==> src/cswc_pkg.sv <==
// Constants, register map and state encodings of the CAN sleep and wakeup control
package cswc_pkg;

	// ****************************************************************
	// Channels and pins
	// ****************************************************************
	localparam int unsigned NCH     = 2;
	localparam logic        RX_IDLE = 1'h1;

	// ****************************************************************
	// Register byte offsets
	// ****************************************************************
	localparam int unsigned OFF_W         = 8;
	localparam logic [7:0]  OFF_CTRL      = 8'h00;
	localparam logic [7:0]  OFF_CHAN_STAT = 8'h04;
	localparam logic [7:0]  OFF_WAKE_STAT = 8'h08;
	localparam logic [7:0]  OFF_WAKE_MASK = 8'h0C;

	// ****************************************************************
	// Control register fields
	// ****************************************************************
	localparam int unsigned CTRL_W         = 5;
	localparam int unsigned CTRL_RST_LSB   = 0;
	localparam int unsigned CTRL_SLEEP_LSB = 2;
	localparam int unsigned CTRL_SPLIT_BIT = 4;
	localparam logic [4:0]  CTRL_RESET     = 5'h03;

	// ****************************************************************
	// Wakeup status and mask fields
	// ****************************************************************
	localparam int unsigned WAKE_W      = 3;
	localparam int unsigned WAKE_SHARED = 0;
	localparam int unsigned WAKE_FIRST  = 1;
	localparam int unsigned WAKE_SECOND = 2;
	localparam logic [2:0]  WAKE_RESET  = 3'h0;
	localparam logic [2:0]  MASK_RESET  = 3'h0;

	// ****************************************************************
	// Channel status layout, one nibble per channel
	// ****************************************************************
	localparam int unsigned CHS_W       = 4;
	localparam int unsigned CHS_CLK_BIT = 2;
	localparam int unsigned CHS_RST_BIT = 3;

	typedef enum logic [1:0] {
		CH_RUN    = 2'b00,
		CH_RESET  = 2'b01,
		CH_SLEEP  = 2'b10,
		CH_CONFIG = 2'b11
	} cswc_chan_state_e;

endpackage

==> src/cswc_chan_fsm.sv <==
// Per-channel reset, sleep and clock gating sequencer
`timescale 1ns/1ps
module cswc_chan_fsm (
	// Clock and reset
	input  wire logic                      pclk,
	input  wire logic                      presetn,
	// Software requests
	input  wire logic                      rst_req,
	input  wire logic                      sleep_req,
	// Channel control
	output cswc_pkg::cswc_chan_state_e     state,
	output logic                           clk_en,
	output logic                           chan_rst_n
);

	cswc_pkg::cswc_chan_state_e state_r;
	cswc_pkg::cswc_chan_state_e state_nxt;
	logic                       clk_en_r;
	logic                       clk_en_nxt;
	logic                       rst_n_r;
	logic                       rst_n_nxt;

	// ****************************************************************
	// Next state
	// ****************************************************************
	always_comb begin
		state_nxt = state_r;
		unique case (state_r)
			cswc_pkg::CH_RUN: begin
				// Sleep while running is ignored: reset must come first
				if (rst_req) begin
					state_nxt = cswc_pkg::CH_RESET;
				end
			end
			cswc_pkg::CH_RESET: begin
				if (sleep_req) begin
					state_nxt = cswc_pkg::CH_SLEEP;
				end else if (!rst_req) begin
					state_nxt = cswc_pkg::CH_RUN;
				end
			end
			cswc_pkg::CH_SLEEP: begin
				if (!sleep_req) begin
					state_nxt = cswc_pkg::CH_CONFIG;
				end
			end
			cswc_pkg::CH_CONFIG: begin
				// Held in reset until software finishes reconfiguring
				if (sleep_req) begin
					state_nxt = cswc_pkg::CH_SLEEP;
				end else if (!rst_req) begin
					state_nxt = cswc_pkg::CH_RUN;
				end
			end
		endcase
		clk_en_nxt = (state_nxt != cswc_pkg::CH_SLEEP);
		rst_n_nxt  = (state_nxt == cswc_pkg::CH_RUN);
	end

	always_ff @(posedge pclk or negedge presetn) begin
		if (!presetn) begin
			state_r  <= cswc_pkg::CH_RESET;
			clk_en_r <= 1'h1;
			rst_n_r  <= 1'h0;
		end else begin
			state_r  <= state_nxt;
			clk_en_r <= clk_en_nxt;
			rst_n_r  <= rst_n_nxt;
		end
	end

	assign state      = state_r;
	assign clk_en     = clk_en_r;
	assign chan_rst_n = rst_n_r;

endmodule // cswc_chan_fsm

==> src/cswc_wake_edge.sv <==
// Falling edge detector on a CAN receive line, armed only while asleep
`timescale 1ns/1ps
module cswc_wake_edge (
	// Clock and reset
	input  wire logic pclk,
	input  wire logic presetn,
	// Receive line and arming
	input  wire logic rx,
	input  wire logic armed,
	// Event
	output logic      fall
);

	logic rx_prev_r;
	logic rx_prev_nxt;

	always_comb begin
		rx_prev_nxt = rx;
	end

	// Idle level at reset so a low line at release counts as an edge
	always_ff @(posedge pclk or negedge presetn) begin
		if (!presetn) begin
			rx_prev_r <= cswc_pkg::RX_IDLE;
		end else begin
			rx_prev_r <= rx_prev_nxt;
		end
	end

	assign fall = armed & rx_prev_r & ~rx;

endmodule // cswc_wake_edge

==> src/cswc_top.sv <==
// CAN sleep and wakeup control with APB register slave
// Operation
// - Sleeping channel has its clock stopped
// - Receive falling edge while asleep raises wakeup
// - Wakeup forwarded only when its enable set
// - Default: one wakeup source for both channels
// - Select bit set gives per-channel wakeup
//
// Implementation choices: the register offsets and register access over APB.
`timescale 1ns/1ps
module cswc_top #(
	parameter int unsigned ADDR_W = 8
) (
	// APB slave
	input  wire logic              pclk,
	input  wire logic              presetn,
	input  wire logic              psel,
	input  wire logic              penable,
	input  wire logic              pwrite,
	input  wire logic [ADDR_W-1:0] paddr,
	input  wire logic [31:0]       pwdata,
	output logic [31:0]            prdata,
	output logic                   pready,
	output logic                   pslverr,
	// CAN receive lines
	input  wire logic              can_rx_first,
	input  wire logic              can_rx_second,
	// Channel clock enables and resets
	output logic                   can_clk_en_first,
	output logic                   can_clk_en_second,
	output logic                   can_rst_n_first,
	output logic                   can_rst_n_second,
	// Interrupts
	output logic                   irq,
	output logic                   wake_irq_shared,
	output logic                   wake_irq_first,
	output logic                   wake_irq_second
);

	// ****************************************************************
	// Elaboration checks
	// ****************************************************************
	if (ADDR_W < cswc_pkg::OFF_W) begin : g_bad_addr_w
		$error("ADDR_W too narrow for the register map");
	end

	// ****************************************************************
	// Declarations
	// ****************************************************************
	logic [cswc_pkg::CTRL_W-1:0] ctrl_r;
	logic [cswc_pkg::CTRL_W-1:0] ctrl_nxt;
	logic [cswc_pkg::WAKE_W-1:0] wake_r;
	logic [cswc_pkg::WAKE_W-1:0] wake_nxt;
	logic [cswc_pkg::WAKE_W-1:0] mask_r;
	logic [cswc_pkg::WAKE_W-1:0] mask_nxt;
	logic [cswc_pkg::WAKE_W-1:0] wake_set;
	logic [cswc_pkg::WAKE_W-1:0] wake_clr;
	logic [cswc_pkg::WAKE_W-1:0] pend_nxt;
	logic [cswc_pkg::WAKE_W-1:0] pend_r;
	logic [31:0]                 prdata_r;
	logic [31:0]                 prdata_nxt;
	logic                        err_r;
	logic                        err_nxt;
	logic                        setup;
	logic                        access;
	logic                        split;
	logic [cswc_pkg::NCH-1:0]    rx;
	logic [cswc_pkg::NCH-1:0]    fall;
	logic [cswc_pkg::NCH-1:0]    asleep;
	logic [cswc_pkg::NCH-1:0]    clk_en;
	logic [cswc_pkg::NCH-1:0]    rst_n;
	cswc_pkg::cswc_chan_state_e  st [cswc_pkg::NCH];

	// ****************************************************************
	// Helpers
	// ****************************************************************
	function automatic logic hit(input logic [ADDR_W-1:0] a, input logic [7:0] off);
		// Shift keeps the upper-bit test legal when ADDR_W equals the offset width
		hit = (a[cswc_pkg::OFF_W-1:0] == off) && ((a >> cswc_pkg::OFF_W) == '0);
	endfunction

	function automatic logic [3:0] chan_stat(input cswc_pkg::cswc_chan_state_e s,
		input logic ce, input logic rn);
		chan_stat = {~rn, ce, s};
	endfunction

	assign rx = {can_rx_second, can_rx_first};

	// ****************************************************************
	// Channels
	// ****************************************************************
	for (genvar i = 0; i < cswc_pkg::NCH; i++) begin : g_chan
		cswc_chan_fsm u_fsm (
			.pclk       (pclk),
			.presetn    (presetn),
			.rst_req    (ctrl_r[cswc_pkg::CTRL_RST_LSB+i]),
			.sleep_req  (ctrl_r[cswc_pkg::CTRL_SLEEP_LSB+i]),
			.state      (st[i]),
			.clk_en     (clk_en[i]),
			.chan_rst_n (rst_n[i])
		);
		assign asleep[i] = (st[i] == cswc_pkg::CH_SLEEP);
		cswc_wake_edge u_edge (
			.pclk    (pclk),
			.presetn (presetn),
			.rx      (rx[i]),
			.armed   (asleep[i]),
			.fall    (fall[i])
		);
	end

	assign can_clk_en_first  = clk_en[0];
	assign can_clk_en_second = clk_en[1];
	assign can_rst_n_first   = rst_n[0];
	assign can_rst_n_second  = rst_n[1];

	// ****************************************************************
	// APB register file and wakeup status
	// ****************************************************************
	// Read data is latched in the setup cycle, so every access
	// completes with no wait state.
	always_comb begin
		setup      = psel & ~penable;
		access     = psel & penable;
		split      = ctrl_r[cswc_pkg::CTRL_SPLIT_BIT];
		ctrl_nxt   = ctrl_r;
		mask_nxt   = mask_r;
		prdata_nxt = prdata_r;
		err_nxt    = err_r;
		wake_clr   = '0;
		wake_set   = '0;
		if (split) begin
			wake_set[cswc_pkg::WAKE_FIRST]  = fall[0];
			wake_set[cswc_pkg::WAKE_SECOND] = fall[1];
		end else begin
			wake_set[cswc_pkg::WAKE_SHARED] = |fall;
		end
		if (setup) begin
			err_nxt = ~(hit(paddr, cswc_pkg::OFF_CTRL) | hit(paddr, cswc_pkg::OFF_CHAN_STAT)
				| hit(paddr, cswc_pkg::OFF_WAKE_STAT) | hit(paddr, cswc_pkg::OFF_WAKE_MASK));
			prdata_nxt = 32'h0000_0000;
			if (!pwrite) begin
				if (hit(paddr, cswc_pkg::OFF_CTRL)) begin
					prdata_nxt[cswc_pkg::CTRL_W-1:0] = ctrl_r;
				end
				if (hit(paddr, cswc_pkg::OFF_CHAN_STAT)) begin
					prdata_nxt[2*cswc_pkg::CHS_W-1:0] = {chan_stat(st[1], clk_en[1], rst_n[1]),
						chan_stat(st[0], clk_en[0], rst_n[0])};
				end
				if (hit(paddr, cswc_pkg::OFF_WAKE_STAT)) begin
					prdata_nxt[cswc_pkg::WAKE_W-1:0] = wake_r;
				end
				if (hit(paddr, cswc_pkg::OFF_WAKE_MASK)) begin
					prdata_nxt[cswc_pkg::WAKE_W-1:0] = mask_r;
				end
			end
		end
		if (access && !err_r) begin
			if (pwrite && hit(paddr, cswc_pkg::OFF_CTRL)) begin
				ctrl_nxt = pwdata[cswc_pkg::CTRL_W-1:0];
			end
			if (pwrite && hit(paddr, cswc_pkg::OFF_WAKE_MASK)) begin
				mask_nxt = pwdata[cswc_pkg::WAKE_W-1:0];
			end
			// Clear only what was returned; later events survive
			if (!pwrite && hit(paddr, cswc_pkg::OFF_WAKE_STAT)) begin
				wake_clr = prdata_r[cswc_pkg::WAKE_W-1:0];
			end
		end
		wake_nxt = (wake_r & ~wake_clr) | wake_set;
		pend_nxt = wake_nxt & mask_nxt;
	end

	always_ff @(posedge pclk or negedge presetn) begin
		if (!presetn) begin
			ctrl_r   <= cswc_pkg::CTRL_RESET;
			mask_r   <= cswc_pkg::MASK_RESET;
			wake_r   <= cswc_pkg::WAKE_RESET;
			pend_r   <= cswc_pkg::WAKE_RESET;
			prdata_r <= 32'h0000_0000;
			err_r    <= 1'h0;
		end else begin
			ctrl_r   <= ctrl_nxt;
			mask_r   <= mask_nxt;
			wake_r   <= wake_nxt;
			pend_r   <= pend_nxt;
			prdata_r <= prdata_nxt;
			err_r    <= err_nxt;
		end
	end

	assign prdata          = prdata_r;
	assign pready          = 1'h1;
	assign pslverr         = psel & penable & err_r;
	assign irq             = |pend_r;
	assign wake_irq_shared = pend_r[cswc_pkg::WAKE_SHARED];
	assign wake_irq_first  = pend_r[cswc_pkg::WAKE_FIRST];
	assign wake_irq_second = pend_r[cswc_pkg::WAKE_SECOND];
endmodule // cswc_top

==> config.mk <==
export PLATFORM = sky130hd
export DESIGN_NAME = cswc_top
export DESIGN_NICKNAME = d
export VERILOG_FILES = /design/src/cswc_pkg.sv /design/src/cswc_chan_fsm.sv /design/src/cswc_wake_edge.sv /design/src/cswc_top.sv
export SDC_FILE = /design/constraint.sdc
export NUM_CORES = 1
export LEC_CHECK = 0
export ABC_AREA = 1
export BUFFER_PORTS_ARGS = -buffer_cell sky130_fd_sc_hd__buf_2
export CORE_ASPECT_RATIO = 1.5
export CORE_MARGIN = 2
export CORE_UTILIZATION = 45
export CTS_BUF_LIST = sky130_fd_sc_hd__clkbuf_4 sky130_fd_sc_hd__clkbuf_8
export CTS_CLUSTER_DIAMETER = 30
export DETAILED_ROUTE_END_ITERATION = 10
export GPL_TIMING_DRIVEN = 0
export PLACE_DENSITY = 0.74
export SETUP_SLACK_MARGIN = 0.02
export SYNTH_ARGS = -nofsm -noshare
export SYNTH_HDL_FRONTEND = slang
export SYNTH_HIERARCHICAL = 1
export SYNTH_SLANG_ARGS = --single-unit
==> constraint.sdc <==
create_clock -name pclk -period 2.3 [get_ports pclk]
set_input_delay 0.23 -clock pclk [delete_from_list [all_inputs] [get_ports pclk]]
set_output_delay 0.23 -clock pclk [all_outputs]
set_load 0.05 [all_outputs]
==> impl_summary.md <==
STA
The part of the cycle the worst path needs is 62.8%. The total setup violations reported at the end of the flow is 0. The number of slew-limit violations in the final report is 0. Setup slack closes at 0.856 ns. The hold violation count in the final report is 8. Setup repair after global routing left no endpoint under its margin.

For this run, the top clock speed supported by timing is 692 MHz. In this run the tightest slew margin relative to its limit is 52.7%. For the final database, setup skew stands at 0.00480 ns.

The summed negative setup slack over all endpoints is 0 ns. The minimum clock period after layout is 1.44 ns. Hold timing on the final database bottoms out at a slack of -0.00521 ns.

At the pin with the least slew margin, the transition time is 0.710 ns.

Run status
The flow ran to the end, but the final reports show violations. The final reports fail on hold timing.

Yosys
After technology mapping, the gate count stands at 241. Ranked by total cell area, the synthesized netlist is headed by dfrtp_1 33%, nand2_1 12%, dfstp_2 11%, buf_4 9.9%, inv_1 6.9%. The count of unique library cells instantiated by Yosys is 22. After synthesis, the share of flip-flops with an asynchronous set or reset is 100%. In the synthesized netlist the dominant register cell turns out to be dfrtp_1. The register area share after synthesis is 44.2%. The cell area that synthesis handed to floorplanning was 0.00189 sq mm. Each instance of the synthesized netlist takes up on average 7.86 sq um.

The top cell type's share of synthesized area is 33.0%. The total of warnings raised by yosys is 6. The most area-hungry cell type in the Yosys netlist is dfrtp_1.

Counting flops and latches in the post-synthesis netlist gives 33. In this run, synthesis inferred 0 flip-flops with an integrated enable.

Clock tree
The post-cts resize count is 0. The maximum level of the CTS H-tree is 2. The clock root buffer is clkbuf_8. The number of buffers inserted for hold repair after clock tree synthesis is 0. The buffers inserted during post-CTS setup optimization is 0. The number of buffers between clock root and the deepest sink is 2. TritonCTS built the clock tree. The clock network latency to the later pin of the worst-skew pair is 0.28 ns. The number of buffers inserted during clock tree synthesis is 5. The clock slew at the register clock pins of the worst setup and hold paths is 0.06 ns. The clock drives 33 sinks.

Run
Max-cap violations in this run came to 0.

Route
The detailed-route vias per instance is 4.49. In the final routed layout, each cell accounts on average for 10.8 um. The count of nets left with antenna violations once routing finished came out at 0. The post-route DRC violation count is 0. The routed via count is 1580. After detailed routing, the total wire length is 3800 um. The first detailed-routing pass took 4 iterations.

In this run, the number of DRC markers left after iteration 0 of detailed routing was 39.

Place
Buffers placed on the I/O ports in this run total 36. Summed over all nets, the half-perimeter wirelength after detailed placement is 3060 um. The worst slack at placement is 1.04 ns. Routability-driven placement finished with a final weighted congestion of 0.888.

Floorplanning
In this run the horizontal extent of the chip is 57.0 um. The die boundary height is 83.4 um. The top-level port count is 89.

The overall die area is 0.00475 sq mm. In this run the core area contains 28 standard-cell rows. The effective utilization at floorplan is 47.4%. The region available for standard cell placement spans 0.00399 sq mm.

Global route
The global-route congestion overflow total is 0. The number of global-route vias before repair is 1494. The aggregate global-route resource usage is 17.3%. The largest net degree at the start of global routing is 34. The initial antenna violation count was 0. The first global-routing pass estimated 6510 um of wire.

Worst setup path
Traced cell by cell, the critical path runs through or3_1 > buf_2. The critical path runs through a total of 2 cells. For the worst setup path, the data arrival time is 1.21 ns.

In this run the worst setup path terminates at irq. STA classifies the critical path startpoint as a flop. The worst setup path is of the flop to primary output kind. On the critical path the largest part of the delay comes from flip-flops.

The number of buffers and inverters on the critical path is 1. The startpoint identified for the worst register-to-register timing path is g_chan[0].u_fsm/state[0]$_DFF_PN1_. The cell with the biggest individual delay on the critical path is dfrtp_1. The launching element of the worst setup path is pend_r[1]$_DFF_PN0_. The worst reg-to-reg setup slack is 1.02 ns. The cell depth of the worst flop-to-flop path is 5.

The critical path required time is 2.07 ns. The longest individual stage delay on the worst path is 0.37 ns. STA classifies the critical path endpoint as a primary output. The destination of the worst register-to-register timing path is pend_r[0]$_DFF_PN0_. Along the worst path, the maximum fanout reaches 2.

Worst hold path
The class of the tightest hold or removal check is input port to asynchronous set/reset pin.

Cells and area
The library cell used most frequently in the layout, excluding fill and tap cells, is nand2_1. Leaving out fill and tap cells, the most frequent cells in the layout are 63 x nand2_1, 36 x buf_2, 35 x inv_1. The final layout contains 354 nets.

Of the cells placed in the final design, the portion with a size suffix greater than 1 is 32.9%. From synthesis to final layout, the design area changed by 21.8%. The number of antenna diodes is 0.

Power and ir drop
VDD sags by at most 0.524 mV. The power per standard cell area is 742 mW/mm^2. The analysis attributes to cell leakage a power of 1.34 nW.
## power breakdown
group / internal (W) / switching [W] / leakage, nW
logic: 0.000141 / 0.000386 / 0.908
clock network: 0.000249 / 0.000187 / 0.0477
registers: 0.000679 / 0.0000693 / 0.381
total: 0.00107 / 0.000642 / 1.34
## layout make-up
cell class | count | area (sq um)
Buffer | 25 | 188
Sequential cell | 33 | 836
Timing Repair Buffer | 36 | 180
Clock buffer | 7 | 90.1
Tap cell | 45 | 56.3
Multi-Input combinational cell | 168 | 812
Fill cell | 396 | 1690
Inverter | 38 | 144
## metrics by stage
step	total power, W	cells	hold WS, ns	util, %	instance area (sq um)
floorplan	0.00116	264	-0.0656	-	1980
global placement	0.00127	345	0.313	55.5	2220
detailed placement	0.00128	345	0.328	55.5	2220
CTS	0.00173	352	0.0251	57.7	2310
global route	0.00181	352	0.0561	57.7	2310
finish	0.00171	352	-0.00521	57.7	2310
## cells in the mapped netlist, types with 3 or more instances
cell and count:
a21oi_2 3, o21ai_0 3, nor2_1 17, a21oi_1 11, inv_1 35, dfstp_2 8
nand2_2 5, nor2_4 3, nand2_4 3, dfrtp_1 25, o21ai_1 7, nand3_1 17
nand2_1 63, buf_4 25, nor2_2 5
## per-layer routing
metal | part of all wire (%) | up-vias | wire, um | GRT usage (%)
li1 | - | 814 | - | -
met1 | 39 | 710 | 1480 | 19.6
met2 | 55 | 51 | 2070 | 31.7
met3 | 5.2 | 5 | 199 | 2.34
met4 | 1.2 | 0 | 44 | 6.98
met5 | 0 | - | 0 | 0
## registers in the layout, summed over array words and instances, names as in the netlist
name,flops
prdata,8
ctrl_r,5
g_chan.u_fsm/state,4
mask_r,3
pend_r,3
wake_r,3
g_chan.u_edge/rx_prev_r,2
g_chan.u_fsm/chan_rst_n,2
g_chan.u_fsm/clk_en,2
err_r,1
## cell families after synthesis
kind of cell,after synthesis,share of synthesized area (%)
buffers and inverters,63,17.5
AOI/OAI and AO/OA,26,7.73
other,2,0.397
DFF,33,44.2
and+or+nand+nor,117,30.2
## worst register-to-register path, cell delays in order (launching register included)
cell and delay [ns]:
dfstp_2 0.57, nor2_1 0.07, nand2_1 0.08, nor2_2 0.04, o21ai_0 0.30, a21oi_2 0.10
## worst min-delay path by stage
stage / from / end / cells after the start
6_report: presetn / mask_r[0]$_DFF_PN0_ / 1
5_1_grt: presetn / mask_r[0]$_DFF_PN0_ / 1
4_1_cts: presetn / mask_r[0]$_DFF_PN0_ / 1
3_5_place_dp: presetn / mask_r[0]$_DFF_PN0_ / 1
3_3_place_gp: presetn / mask_r[0]$_DFF_PN0_ / 1
2_1_floorplan: presetn / ctrl_r[2]$_DFFE_PN0P_ / 0
Note: power is estimated with default switching activity, not from simulation.
